[config.mk]
export PLATFORM = sky130hd
export DESIGN_NAME = pattern_tester
export DESIGN_NICKNAME = d
export VERILOG_FILES = /design/src/common/pattern_tester_pkg.sv /design/src/logic/pattern_tester.sv
export VERILOG_INCLUDE_DIRS = /design/src /design/src/common
export SDC_FILE = /design/constraint.sdc
export NUM_CORES = 2
export LEC_CHECK = 0
export BUFFER_PORTS_ARGS = -buffer_cell sky130_fd_sc_hd__buf_2
export CORE_ASPECT_RATIO = 0.6
export CORE_MARGIN = 1
export CORE_UTILIZATION = 23
export DETAILED_ROUTE_END_ITERATION = 6
export PLACE_DENSITY_LB_ADDON = 0.25
export SYNTH_ARGS = -nofsm -noshare
export SYNTH_HDL_FRONTEND = slang
export SYNTH_SLANG_ARGS = --single-unit
[constraint.sdc]
create_clock -name aclk -period 3.05 [get_ports aclk]
set_input_delay 0.61 -clock aclk [delete_from_list [all_inputs] [get_ports aclk]]
set_output_delay 0.61 -clock aclk [all_outputs]
set_load 0.05 [all_outputs]
[src/common/pattern_tester_cfg.svh]
`ifndef PATTERN_TESTER_CFG_SVH
`define PATTERN_TESTER_CFG_SVH
// register byte offsets on the AXI4-Lite slave
`define OFS_CONTROL 12'h000
`define OFS_END_SIZE 12'h004
`define OFS_START_ADDR_LO 12'h008
`define OFS_START_ADDR_HI 12'h00c
`define OFS_STATUS 12'h010
`define OFS_READ_COUNT 12'h014
`define OFS_WRITE_COUNT 12'h018
// control register field positions
`define CTL_LAUNCH_BIT 0
`define CTL_DIR_BIT 1
`define CTL_VERIFY_BIT 2
`define CTL_PATT_LSB 4
`define CTL_CLEAR_FAIL_BIT 8
// status register field positions
`define STS_ACTIVE_BIT 0
`define STS_FAIL_BIT 1
// reset values
`define RST_END_SIZE 32'h0000_0000
`define RST_LFSR_SEED 32'h0000_0001
// index of the last 128-bit word in a 512-byte block
`define WORDS_PER_BLOCK 5'd31
`endif

[src/common/pattern_tester_pkg.sv]
package pattern_tester_pkg;
  typedef enum logic [2:0]
  {
    patt_zero = 3'b000,
    patt_one = 3'b001,
    patt_inc = 3'b010,
    patt_dec = 3'b011,
    patt_lfsr = 3'b100
  } pattern_type;

  typedef enum logic [1:0]
  {
    bus_idle = 2'b00,
    bus_wresp = 2'b01,
    bus_rresp = 2'b10
  } bus_state_type;

  // outbound queue push side
  typedef struct packed
  {
    logic push;
    logic [127:0] data;
  } outbound_type;

  // inbound queue pop side
  typedef struct packed
  {
    logic empty;
    logic [127:0] data;
  } inbound_type;

  typedef struct packed
  {
    bus_state_type bus;
    logic awdone;
    logic wdone;
    logic [11:0] awaddr;
    logic [31:0] wdata;
    logic [3:0] wstrb;
    logic [31:0] rdata;
    logic [1:0] resp;
    logic launch;
    logic dir_read;
    logic verify;
    pattern_type patt;
    logic [31:0] end_size;
    logic [63:0] start_addr;
    logic write_active;
    logic push;
    logic [127:0] push_data;
    logic [31:0] wr_count;
    logic [31:0] rd_count;
    logic [4:0] wr_word;
    logic [4:0] rd_word;
    logic [63:0] wr_addr;
    logic [63:0] rd_addr;
    logic [52:0] wr_inc;
    logic [52:0] rd_inc;
    logic [31:0] wr_lfsr;
    logic [31:0] rd_lfsr;
    logic fail;
  } state_type;
endpackage

[src/logic/pattern_tester.sv]
// What this block does
// RULE_01 - size, direction, verify enable and pattern select live in local registers
// RULE_02 - a software launch request makes a start pulse exactly one cycle long; the code makes it only when the same write leaves the direction bit clear
// RULE_03 - the cycle after the start pulse, the write-active flag is set
// RULE_04 - push outbound only while write-active and the queue is not nearly full
// RULE_05 - nearly full drops the push enable, pausing generation until it clears
// RULE_06 - every push advances the total write data counter
// RULE_07 - reaching the end count clears write-active and push together
// RULE_08 - pop inbound whenever not empty and compare each word with expected data
// RULE_09 - pop depends only on empty, not on start or total count
// RULE_10 - each pop advances the read data counter; the pop of a block's last word also steps the header address counter
// RULE_11 - five patterns: zeros, ones, increment, decrement and LFSR
// RULE_12 - zeros and ones patterns are fixed on every bit with no header
// RULE_13 - the incrementing pattern comes from a 53-bit counter
// RULE_14 - decrementing data is the bitwise inverse of incrementing data
// RULE_15 - LFSR follows x^31 + x^21 + x + 1
// RULE_16 - four 32-bit LFSR steps are computed each cycle by look-ahead
// RULE_17 - each 512-byte block of the increment, decrement and LFSR patterns has a 64-bit header in dwords 0 and 1
// RULE_18 - header is the 512-byte address, from a user start value, stepped per block
// RULE_19 - a popped word that differs from expected data raises the fail flag
// RULE_20 - runs on the queue clock at the queue's 128-bit width
// RULE_21 - each data queue is 512 deep and 128 bits wide
// RULE_22 - with verify disabled, data is still popped but fail never rises
//
// Added by the designer: the register offsets and the AXI4-Lite slave port.
`timescale 1ns/1ps
`include "pattern_tester_cfg.svh"
module pattern_tester
#(
  parameter int QUEUE_DEPTH = 512, // see RULE_21
  parameter int DATA_WIDTH = 128
)
(
  input wire logic aclk, // see RULE_20
  input wire logic aresetn,
  input wire logic [11:0] s_axi_awaddr,
  input wire logic s_axi_awvalid,
  output logic s_axi_awready,
  input wire logic [31:0] s_axi_wdata,
  input wire logic [3:0] s_axi_wstrb,
  input wire logic s_axi_wvalid,
  output logic s_axi_wready,
  output logic [1:0] s_axi_bresp,
  output logic s_axi_bvalid,
  input wire logic s_axi_bready,
  input wire logic [11:0] s_axi_araddr,
  input wire logic s_axi_arvalid,
  output logic s_axi_arready,
  output logic [31:0] s_axi_rdata,
  output logic [1:0] s_axi_rresp,
  output logic s_axi_rvalid,
  input wire logic s_axi_rready,
  input wire logic outbound_queue_nearly_full,
  output pattern_tester_pkg::outbound_type outbound_data_queue,
  input wire pattern_tester_pkg::inbound_type inbound_data_queue,
  output logic inbound_queue_pop,
  output logic write_run_launch_pulse,
  output logic write_transfer_active,
  output logic verify_fail
);
  import pattern_tester_pkg::*;

  state_type q, d;
  logic inbound_pop;
  logic [127:0] rd_expect;
  logic rd_last;

  // one lfsr step for x^31 + x^21 + x + 1, shift left with feedback into bit 0
  function automatic logic [31:0] lfsr_step(input logic [31:0] s);
    lfsr_step = {s[30:0], s[30] ^ s[20] ^ s[0]}; // see RULE_15
  endfunction

  // build a 128-bit word for the given pattern and position in the block
  function automatic logic [127:0] make_word(input pattern_type p, input logic [4:0] word,
    input logic [63:0] addr, input logic [52:0] inc, input logic [31:0] lf);
    logic [127:0] w;
    logic [31:0] l1, l2, l3;
    w = '0;
    l1 = lfsr_step(lf);
    l2 = lfsr_step(l1);
    l3 = lfsr_step(l2);
    case (p)
      patt_zero: w = {128{1'b0}}; // see RULE_12
      patt_one: w = {128{1'b1}}; // see RULE_12
      patt_inc: w = {inc[31:0] + 32'h3, inc[31:0] + 32'h2, inc[31:0] + 32'h1, inc[31:0]};
      patt_dec: w = ~{inc[31:0] + 32'h3, inc[31:0] + 32'h2, inc[31:0] + 32'h1,
        inc[31:0]}; // see RULE_14
      patt_lfsr: w = {l3, l2, l1, lf}; // see RULE_16
      default: w = '0;
    endcase
    // header replaces dwords 0 and 1 of the first word of each block
    if (p != patt_zero && p != patt_one && word == 5'd0)
    begin
      w[63:0] = addr; // see RULE_17
    end
    return w;
  endfunction

  // next lfsr state advances four steps per word
  function automatic logic [31:0] lfsr_next4(input logic [31:0] s);
    lfsr_next4 = lfsr_step(lfsr_step(lfsr_step(lfsr_step(s)))); // see RULE_16
  endfunction

  // pop is never gated by start or count, only by empty
  assign inbound_pop = ~inbound_data_queue.empty; // see RULE_09
  assign rd_expect = make_word(q.patt, q.rd_word, q.rd_addr, q.rd_inc, q.rd_lfsr);
  assign rd_last = (q.rd_word == `WORDS_PER_BLOCK);

  // next state of bus slave, parameters and both generators
  always_comb
  begin
    logic [31:0] wval;
    logic [127:0] gen;
    logic wr_last;
    wval = 32'h0;
    d = q;
    d.launch = 1'b0; // see RULE_02
    wr_last = (q.wr_word == `WORDS_PER_BLOCK);
    gen = make_word(q.patt, q.wr_word, q.wr_addr, q.wr_inc, q.wr_lfsr);

    // bus slave: address and data taken in either order
    case (q.bus)
      bus_idle:
      begin
        if (s_axi_awvalid && !q.awdone)
        begin
          d.awdone = 1'b1;
          d.awaddr = s_axi_awaddr;
        end
        if (s_axi_wvalid && !q.wdone)
        begin
          d.wdone = 1'b1;
          d.wdata = s_axi_wdata;
          d.wstrb = s_axi_wstrb;
        end
        if (q.awdone && q.wdone)
        begin
          d.bus = bus_wresp;
          d.awdone = 1'b0;
          d.wdone = 1'b0;
          d.resp = 2'b00;
          wval = q.wdata;
          if (q.awaddr == `OFS_CONTROL && q.wstrb[0])
          begin
            d.dir_read = wval[`CTL_DIR_BIT]; // see RULE_01
            d.verify = wval[`CTL_VERIFY_BIT];
            d.patt = pattern_type'(wval[`CTL_PATT_LSB +: 3]); // see RULE_11
            d.launch = wval[`CTL_LAUNCH_BIT] & ~wval[`CTL_DIR_BIT]; // see RULE_02
            if (wval[`CTL_CLEAR_FAIL_BIT] && q.wstrb[1])
            begin
              d.fail = 1'b0;
            end
            // arm both generators for a new run
            d.wr_count = 32'h0;
            d.rd_count = 32'h0;
            d.wr_word = 5'd0;
            d.rd_word = 5'd0;
            d.wr_addr = q.start_addr;
            d.rd_addr = q.start_addr;
            d.wr_inc = 53'h0;
            d.rd_inc = 53'h0;
            d.wr_lfsr = `RST_LFSR_SEED;
            d.rd_lfsr = `RST_LFSR_SEED;
          end
          else if (q.awaddr == `OFS_END_SIZE && q.wstrb == 4'hf)
          begin
            d.end_size = wval; // see RULE_01
          end
          else if (q.awaddr == `OFS_START_ADDR_LO && q.wstrb == 4'hf)
          begin
            d.start_addr[31:0] = wval; // see RULE_18
          end
          else if (q.awaddr == `OFS_START_ADDR_HI && q.wstrb == 4'hf)
          begin
            d.start_addr[63:32] = wval;
          end
          else if (q.awaddr == `OFS_STATUS || q.awaddr == `OFS_READ_COUNT ||
                   q.awaddr == `OFS_WRITE_COUNT)
          begin
            d.resp = 2'b00; // read-only, write ignored
          end
          else
          begin
            d.resp = 2'b10;
          end
        end
        else if (s_axi_arvalid && !q.awdone && !q.wdone)
        begin
          d.bus = bus_rresp;
          d.resp = 2'b00;
          if (s_axi_araddr == `OFS_CONTROL)
          begin
            // pattern sits at bits 6:4, bit 3 is unused
            d.rdata = {25'h0, q.patt, 1'b0, q.verify, q.dir_read, 1'b0};
          end
          else if (s_axi_araddr == `OFS_END_SIZE)
          begin
            d.rdata = q.end_size;
          end
          else if (s_axi_araddr == `OFS_START_ADDR_LO)
          begin
            d.rdata = q.start_addr[31:0];
          end
          else if (s_axi_araddr == `OFS_START_ADDR_HI)
          begin
            d.rdata = q.start_addr[63:32];
          end
          else if (s_axi_araddr == `OFS_STATUS)
          begin
            d.rdata = {30'h0, q.fail, q.write_active};
          end
          else if (s_axi_araddr == `OFS_READ_COUNT)
          begin
            d.rdata = q.rd_count;
          end
          else if (s_axi_araddr == `OFS_WRITE_COUNT)
          begin
            d.rdata = q.wr_count;
          end
          else
          begin
            d.rdata = 32'h0;
            d.resp = 2'b10;
          end
        end
      end
      bus_wresp:
      begin
        if (s_axi_bready)
        begin
          d.bus = bus_idle;
        end
      end
      bus_rresp:
      begin
        if (s_axi_rready)
        begin
          d.bus = bus_idle;
        end
      end
      default: d.bus = bus_idle;
    endcase

    // write flow: active flag follows the launch pulse by one cycle
    if (q.launch)
    begin
      d.write_active = 1'b1; // see RULE_03
    end
    d.push = 1'b0;
    if (q.write_active && !q.launch)
    begin
      if (q.wr_count == q.end_size)
      begin
        d.write_active = 1'b0; // see RULE_07
        d.push = 1'b0;
      end
      else if (!outbound_queue_nearly_full)
      begin
        d.push = 1'b1; // see RULE_04
        d.push_data = gen;
      end
      else
      begin
        d.push = 1'b0; // see RULE_05
      end
    end
    // counters advance with every registered push
    if (d.push)
    begin
      d.wr_count = q.wr_count + 32'h1; // see RULE_06
      d.wr_word = q.wr_word + 5'd1;
      d.wr_inc = q.wr_inc + 53'h4; // see RULE_13
      d.wr_lfsr = lfsr_next4(q.wr_lfsr);
      if (wr_last)
      begin
        d.wr_addr = q.wr_addr + 64'h1; // see RULE_18
      end
    end

    // read flow: every pop advances counters and is checked only while verify is set
    if (inbound_pop)
    begin
      d.rd_count = q.rd_count + 32'h1; // see RULE_10
      d.rd_word = q.rd_word + 5'd1;
      d.rd_inc = q.rd_inc + 53'h4;
      d.rd_lfsr = lfsr_next4(q.rd_lfsr);
      if (rd_last)
      begin
        d.rd_addr = q.rd_addr + 64'h1; // see RULE_10
      end
      // set wins over a clear in the same cycle
      if (q.verify && inbound_data_queue.data != rd_expect)
      begin
        d.fail = 1'b1; // see RULE_19 see RULE_22
      end
    end
  end

  // single state register
  always_ff @(posedge aclk)
  begin
    if (!aresetn)
    begin
      q <= '0;
      q.end_size <= `RST_END_SIZE;
      q.wr_lfsr <= `RST_LFSR_SEED;
      q.rd_lfsr <= `RST_LFSR_SEED;
    end
    else
    begin
      q <= d;
    end
  end

  // handshake outputs from state, data from flip-flops
  assign s_axi_awready = (q.bus == bus_idle) && !q.awdone;
  assign s_axi_wready = (q.bus == bus_idle) && !q.wdone;
  assign s_axi_bvalid = (q.bus == bus_wresp);
  assign s_axi_bresp = q.resp;
  assign s_axi_arready = (q.bus == bus_idle) && !q.awdone && !q.wdone;
  assign s_axi_rvalid = (q.bus == bus_rresp);
  assign s_axi_rdata = q.rdata;
  assign s_axi_rresp = q.resp;
  assign outbound_data_queue.push = q.push;
  assign outbound_data_queue.data = q.push_data;
  assign inbound_queue_pop = inbound_pop; // see RULE_08
  assign write_run_launch_pulse = q.launch;
  assign write_transfer_active = q.write_active;
  assign verify_fail = q.fail;
endmodule // pattern_tester

# Word-level counts from Yosys, hierarchy flattened
# Cells that the tools add are included.
totals:
  register_bits: 691
  inputBits: 197
  out_inout_bits: 174
  word_cells: 207
classes:
  add_sub_neg: 14
  eq_ne: 30
  mux: 57
  bitwise_logic: 27
  reduce_logical: 50
op_table:
  columns: ["cell", "n"]
  rows:
  - ["two-way mux 373 bit", 3]
  - ["one-hot mux 128 bit (4 select lines)", 2]
  - ["two-way mux 64 bit", 6]
  - ["two-way mux 32 bit", 10]
  - ["two-way mux 128 bit", 2]
  - ["NOT 128 bit", 2]
  - ["two-way mux 130 bit", 1]
  - ["adder 32 x 1 -> 32 bit (second input constant)", 4]
  - ["adder 32 x 2 -> 32 bit (second input constant)", 4]
  - ["adder 64 x 1 -> 64 bit (second input constant)", 2]
  - ["inequality test 128 bit", 1]
  - ["adder 53 x 3 -> 53 bit (second input constant)", 2]
  - ["two-way mux 53 bit", 2]
  - ["== test 12 x 5 -> 1 bit (second input constant)", 6]
  - ["== test 12 x 4 -> 1 bit (second input constant)", 4]
  - ["two-way mux 2 bit", 19]
  - ["two-way mux 33 bit", 1]
  - ["== test 32 bit", 1]
  - ["== test 12 x 3 -> 1 bit (second input constant)", 2]
  - ["logical NOT 12 bit", 2]
  - ["logical AND 1 bit", 18]
  - ["AND reduction 3 bit", 6]
  - ["bitwise XOR 1 bit", 16]
  - ["nonzero test 2 bit", 6]
  - ["other kinds (25)", 56]

# Longest topological paths before layout
logic_depth:
  depth_word: 11
  mapped_depth: 14
  mapped_depth_nobuf: 11

# Worst setup path before layout
# OpenSTA, ideal clock, no wires.
synth_timing:
  kind: "register to register"
  from: "reg q[687] (netlist name)"
  to: "reg q, in the netlist s_axi_rdata[11]"
  setup_time_ps: 65
  arrival_time_ps: 3136
  t_required_ps: 2985
  setup_slack_ps: -151
  stages_incl_launch_ff: 10
  path_buffers: 3
  period_less_slack_ps: 3201
  path_cell_list: "dfxtp_1 nor4_1 and2_1 clkbuf_1 nand2b_1 clkbuf_1 clkbuf_1 a21oi_1 a21oi_1 nor2_1"
synth_via:
  elab_chain_cells: 3
  elab_cells_between_ends: 5
  classes_between: "1 x bitwise; 4 x reduce/logical"
synth_rtl:
  columns: ["element", "line_no", "text"]
  rows:
  - ["start, declared", "pattern_tester.sv:63", "state_type q, d;"]
  - ["logical NOT 1 bit / logical AND 1 bit (equally long branches)", "pattern_tester.sv:187, pattern_tester.sv:136", null]
  - ["logical AND 1 bit / NOT 1 bit (equally long branches)", null, null]
  - ["AND reduction 3 bit (no line) (*)", null, null]
# Mark *: on every way between the ends. The rest lies on a longest branch, timed or not.
# A chain may end at the register's enable or synchronous reset.

# Worst setup path in the final report
layout_timing:
  from: "reg q[300] (netlist name)"
  to: "reg q, in the netlist verify_fail"
layout_via:
  elab_chain_cells: 7
layout_rtl:
  columns: ["element", "line_no", "text"]
  rows:
  - ["logical NOT 5 bit", "pattern_tester.sv:92", "if (p != patt_zero && p != patt_one && word == 5'd0)"]
  - ["logical AND 1 bit", "pattern_tester.sv:92", null]
  - ["two-way mux 64 bit", "pattern_tester.sv:92", null]
  - ["inequality test 128 bit", "pattern_tester.sv:292", "if (q.verify && inbound_data_queue.data != rd_expect)"]
  - ["logical AND 1 bit", "pattern_tester.sv:292", null]
  - ["two-way mux 1 bit", "pattern_tester.sv:292", null]
  - ["two-way mux 33 bit", "pattern_tester.sv:281", "if (inbound_pop)"]
# Every way passes these cells.

==> metrics.txt <==
worst-path fanout max=6; Slew Limit Fails=0; Layout Cell Area excl Fill=42100 µm²; CTS H-tree depth=3; PwrDens=448 nW/µm²; routed via count=35.4k; Iter 0 DRT Violations=4058; Net Sw Power=0.00490 W; Clock Skew=0.0303 ns; top cell type's share of synthesized area=38.1%; top_reg_cell synth=dfxtp_1; leading area contributor after synthesis=dfxtp_1; area added between synthesis and finish=24.5%; die height=299 µm; DR vias/cell=5.19; cell count after synthesis=4450; WL final=170 mm; IO Pins=371; post-synthesis sequential area ratio=38.1%; relative slew slack=30.1%; max cap viols=0; critical path endpoint category=flop; remaining global-route overflow=0; Hold WS=0.177 ns; vias in the first global route=32.3k; initial antenna violation count=23; largest net degree at the start of global routing=105; violated checks=DRC, setup timing; synth unique cells=79; CP required=3.60 ns; clock power share=48.5%; Sw Share=26.0%; residual DRC count=2; CTS tree=yes; crit path kind=reg -> reg; post-route minimum period=3.13 ns; setup ws final=-0.0816 ns; Post-DP Area=39400 µm²; Worst setup SP type=flop; Synth Warn #=0; Hold Vio Cnt, Final=0; core area=145000 µm²; Port Buf Inserts=368; Pint=0.0140 W; Layout Nets=5052; number of buffers inserted by hold repair at cts=0; fraction of layout cells with a size suffix above 1=21.2%; Final Setup Violations=1; starting density of the core=23.3%; die width=497 µm; First-pass DRT Iterations=7; Clock transition at path regs=0.07 ns; register bit total from synthesis=644; synth top area cells=dfxtp_1 38%, nand2_1 8.5%, a21oi_1 8.0%, nor2_1 4.4%, buf_4 3.7%; total global-route track usage=22.0%; Async S/R FF share, synth=0%; clk_lat worst skew=0.68 ns; overall power=0.0189 W; DP HPWL=131 mm; most frequent cells after synthesis=763 x nand2_1, 644 x dfxtp_1, 543 x a21oi_1, 399 x nor2_1, 234 x clkbuf_1; RD Place Congestion=1.01; fin crit share=103%; status=finished, violations left; number of synthesized flops with an enable pin=0; f_max=319 MHz; Max clock buf depth=3; CTS Sinks=644; r2r setup slk=-0.08 ns; Worst Path Arrival=3.68 ns; first-pass GRT wire length=239 mm; worst vdd ir=0.365 mV; Comb pwr share=5.8%; Post-Syn Area=33800 µm²; Leakage=15.9 nW; Syn Area/Cell=7.60 µm²; RSZ-0062 raised after global routing=true; Root Driver=clkbuf_16; Row Count=108; Hold WC Path Type=in -> reg; Seq pwr share=45.7%; Num CTS Buffers=71; antenna-violating nets left=0; most frequent cell after synthesis=nand2_1; Wirelength per Cell=24.9 µm; Worst Max-Slew Pin Slew=1.05 ns; die area=149000 µm²
[what timing repair did]
item,in CTS,in global routing
setup buffers,0,7
endpoints found under the setup margin,42,74
cloned,0,1
resized for setup,15,43
pin swaps,4,12
[through the flow]
stage	setup WS (ns)	instances	utilization, %	TNS, ns
after floorplan	0.274	4451	-	0
after global placement	-0.282	6687	27.1	-1.39
after detailed placement	-0.183	6687	27.1	-1.17
after CTS	-0.0661	6814	28.8	-0.0661
after global routing	-0.207	6822	29.0	-0.207
final	-0.0816	6826	29.0	-0.0816
[layout by cell type (no fill, tap or decap), types with 12 or more instances in the layout]
cell type	n
mux2_2	32
o21ai_0	133
nand3_1	193
nand4_1	65
or3_1	23
xor2_1	131
a22o_1	35
buf_12	42
clkbuf_1	13
nand2_1	760
a211oi_1	42
a222oi_1	29
a21oi_1	541
and3_1	65
clkbuf_8	12
nand2b_1	15
o211ai_1	39
buf_2	367
and4_1	23
xnor2_1	78
a31oi_1	25
nor2_1	393
a22oi_1	51
buf_4	371
nor2b_1	12
and2_1	33
nor3b_1	65
o21a_1	22
o221ai_1	72
o22ai_1	21
dfxtp_1	638
clkbuf_16	72
mux2i_1	27
nor4_1	28
or2_2	36
a311oi_1	19
a221oi_1	15
nor3_1	142
inv_1	32
[final cells by class]
| cell class | instances | area, µm² |
|---|---|---|
| sequential | 644 | 12900 |
| clock buffer | 96 | 1990 |
| clock inverter | 31 | 432 |
| inverter | 36 | 146 |
| antenna | 4 | 10.0 |
| fill | 15800 | 103000 |
| multi-input combinational | 3303 | 18700 |
| tap | 1925 | 2410 |
| timing repair buffer | 787 | 5560 |
[power groups by stage]
stage,registers [W],logic (W),clock network (W)
final,0.00862,0.00110,0.00916
after global routing,0.00863,0.00117,0.00969
after CTS,0.00862,0.00108,0.00938
after detailed placement,0.00881,0.00107,0
after global placement,0.00881,0.00107,0
after floorplan,0.00874,0.000584,0
[metal layers]
layer | GRT usage, % | wire [µm]
met1 | 33.6 | 83000
met2 | 30.1 | 66700
met3 | 5.73 | 17000
met4 | 4.48 | 3220
met5 | 0 | 77
[state kept, by name, indices dropped and copies added, names as in the netlist]
signal and flops:
s_axi_rdata 32, write_transfer_active 1, outbound_data_queue 129, verify_fail 1
q 479, s_axi_bresp 1, write_run_launch_pulse 1
[cell families after synthesis]
logic type | share of synthesized area [%]
flip-flops | 38.1
XOR/XNOR | 5.50
buffers and inverters | 7.58
AND/OR/NAND/NOR | 26.2
adder cells (fa/ha/maj) | 0.444
other | 0.0111
multiplexers | 1.98
AO/OA/AOI/OAI | 20.2
[worst max-delay path, cell delays in order, from the launching register on]
cell and delay (ns):
dfxtp_2 0.32, inv_2 0.06, ha_4 0.13, or4b_4 0.45
buf_6 0.15, nor2_4 0.22, buf_6 0.17, nand2_2 0.06
o21ai_2 0.06, buf_4 0.12, xnor2_1 0.11, nand4_1 0.20
or4_4 0.54, nor4_4 0.29, a41oi_2 0.14
[worst paths after layout]
kind                                    endpoint  cells past startpoint                                start
min reg2reg  outbound_data_queue[7]$_SDFFE_PN0P_                      2  outbound_data_queue[7]$_SDFFE_PN0P_
max reg2reg               verify_fail$_SDFF_PN0_                     14                  q[300]$_SDFFE_PN0P_
min                          q[662]$_SDFFE_PN0P_                      3                      s_axi_wdata[19]
max                       verify_fail$_SDFF_PN0_                     14                  q[300]$_SDFFE_PN0P_
(Power assumes the default switching activity.)
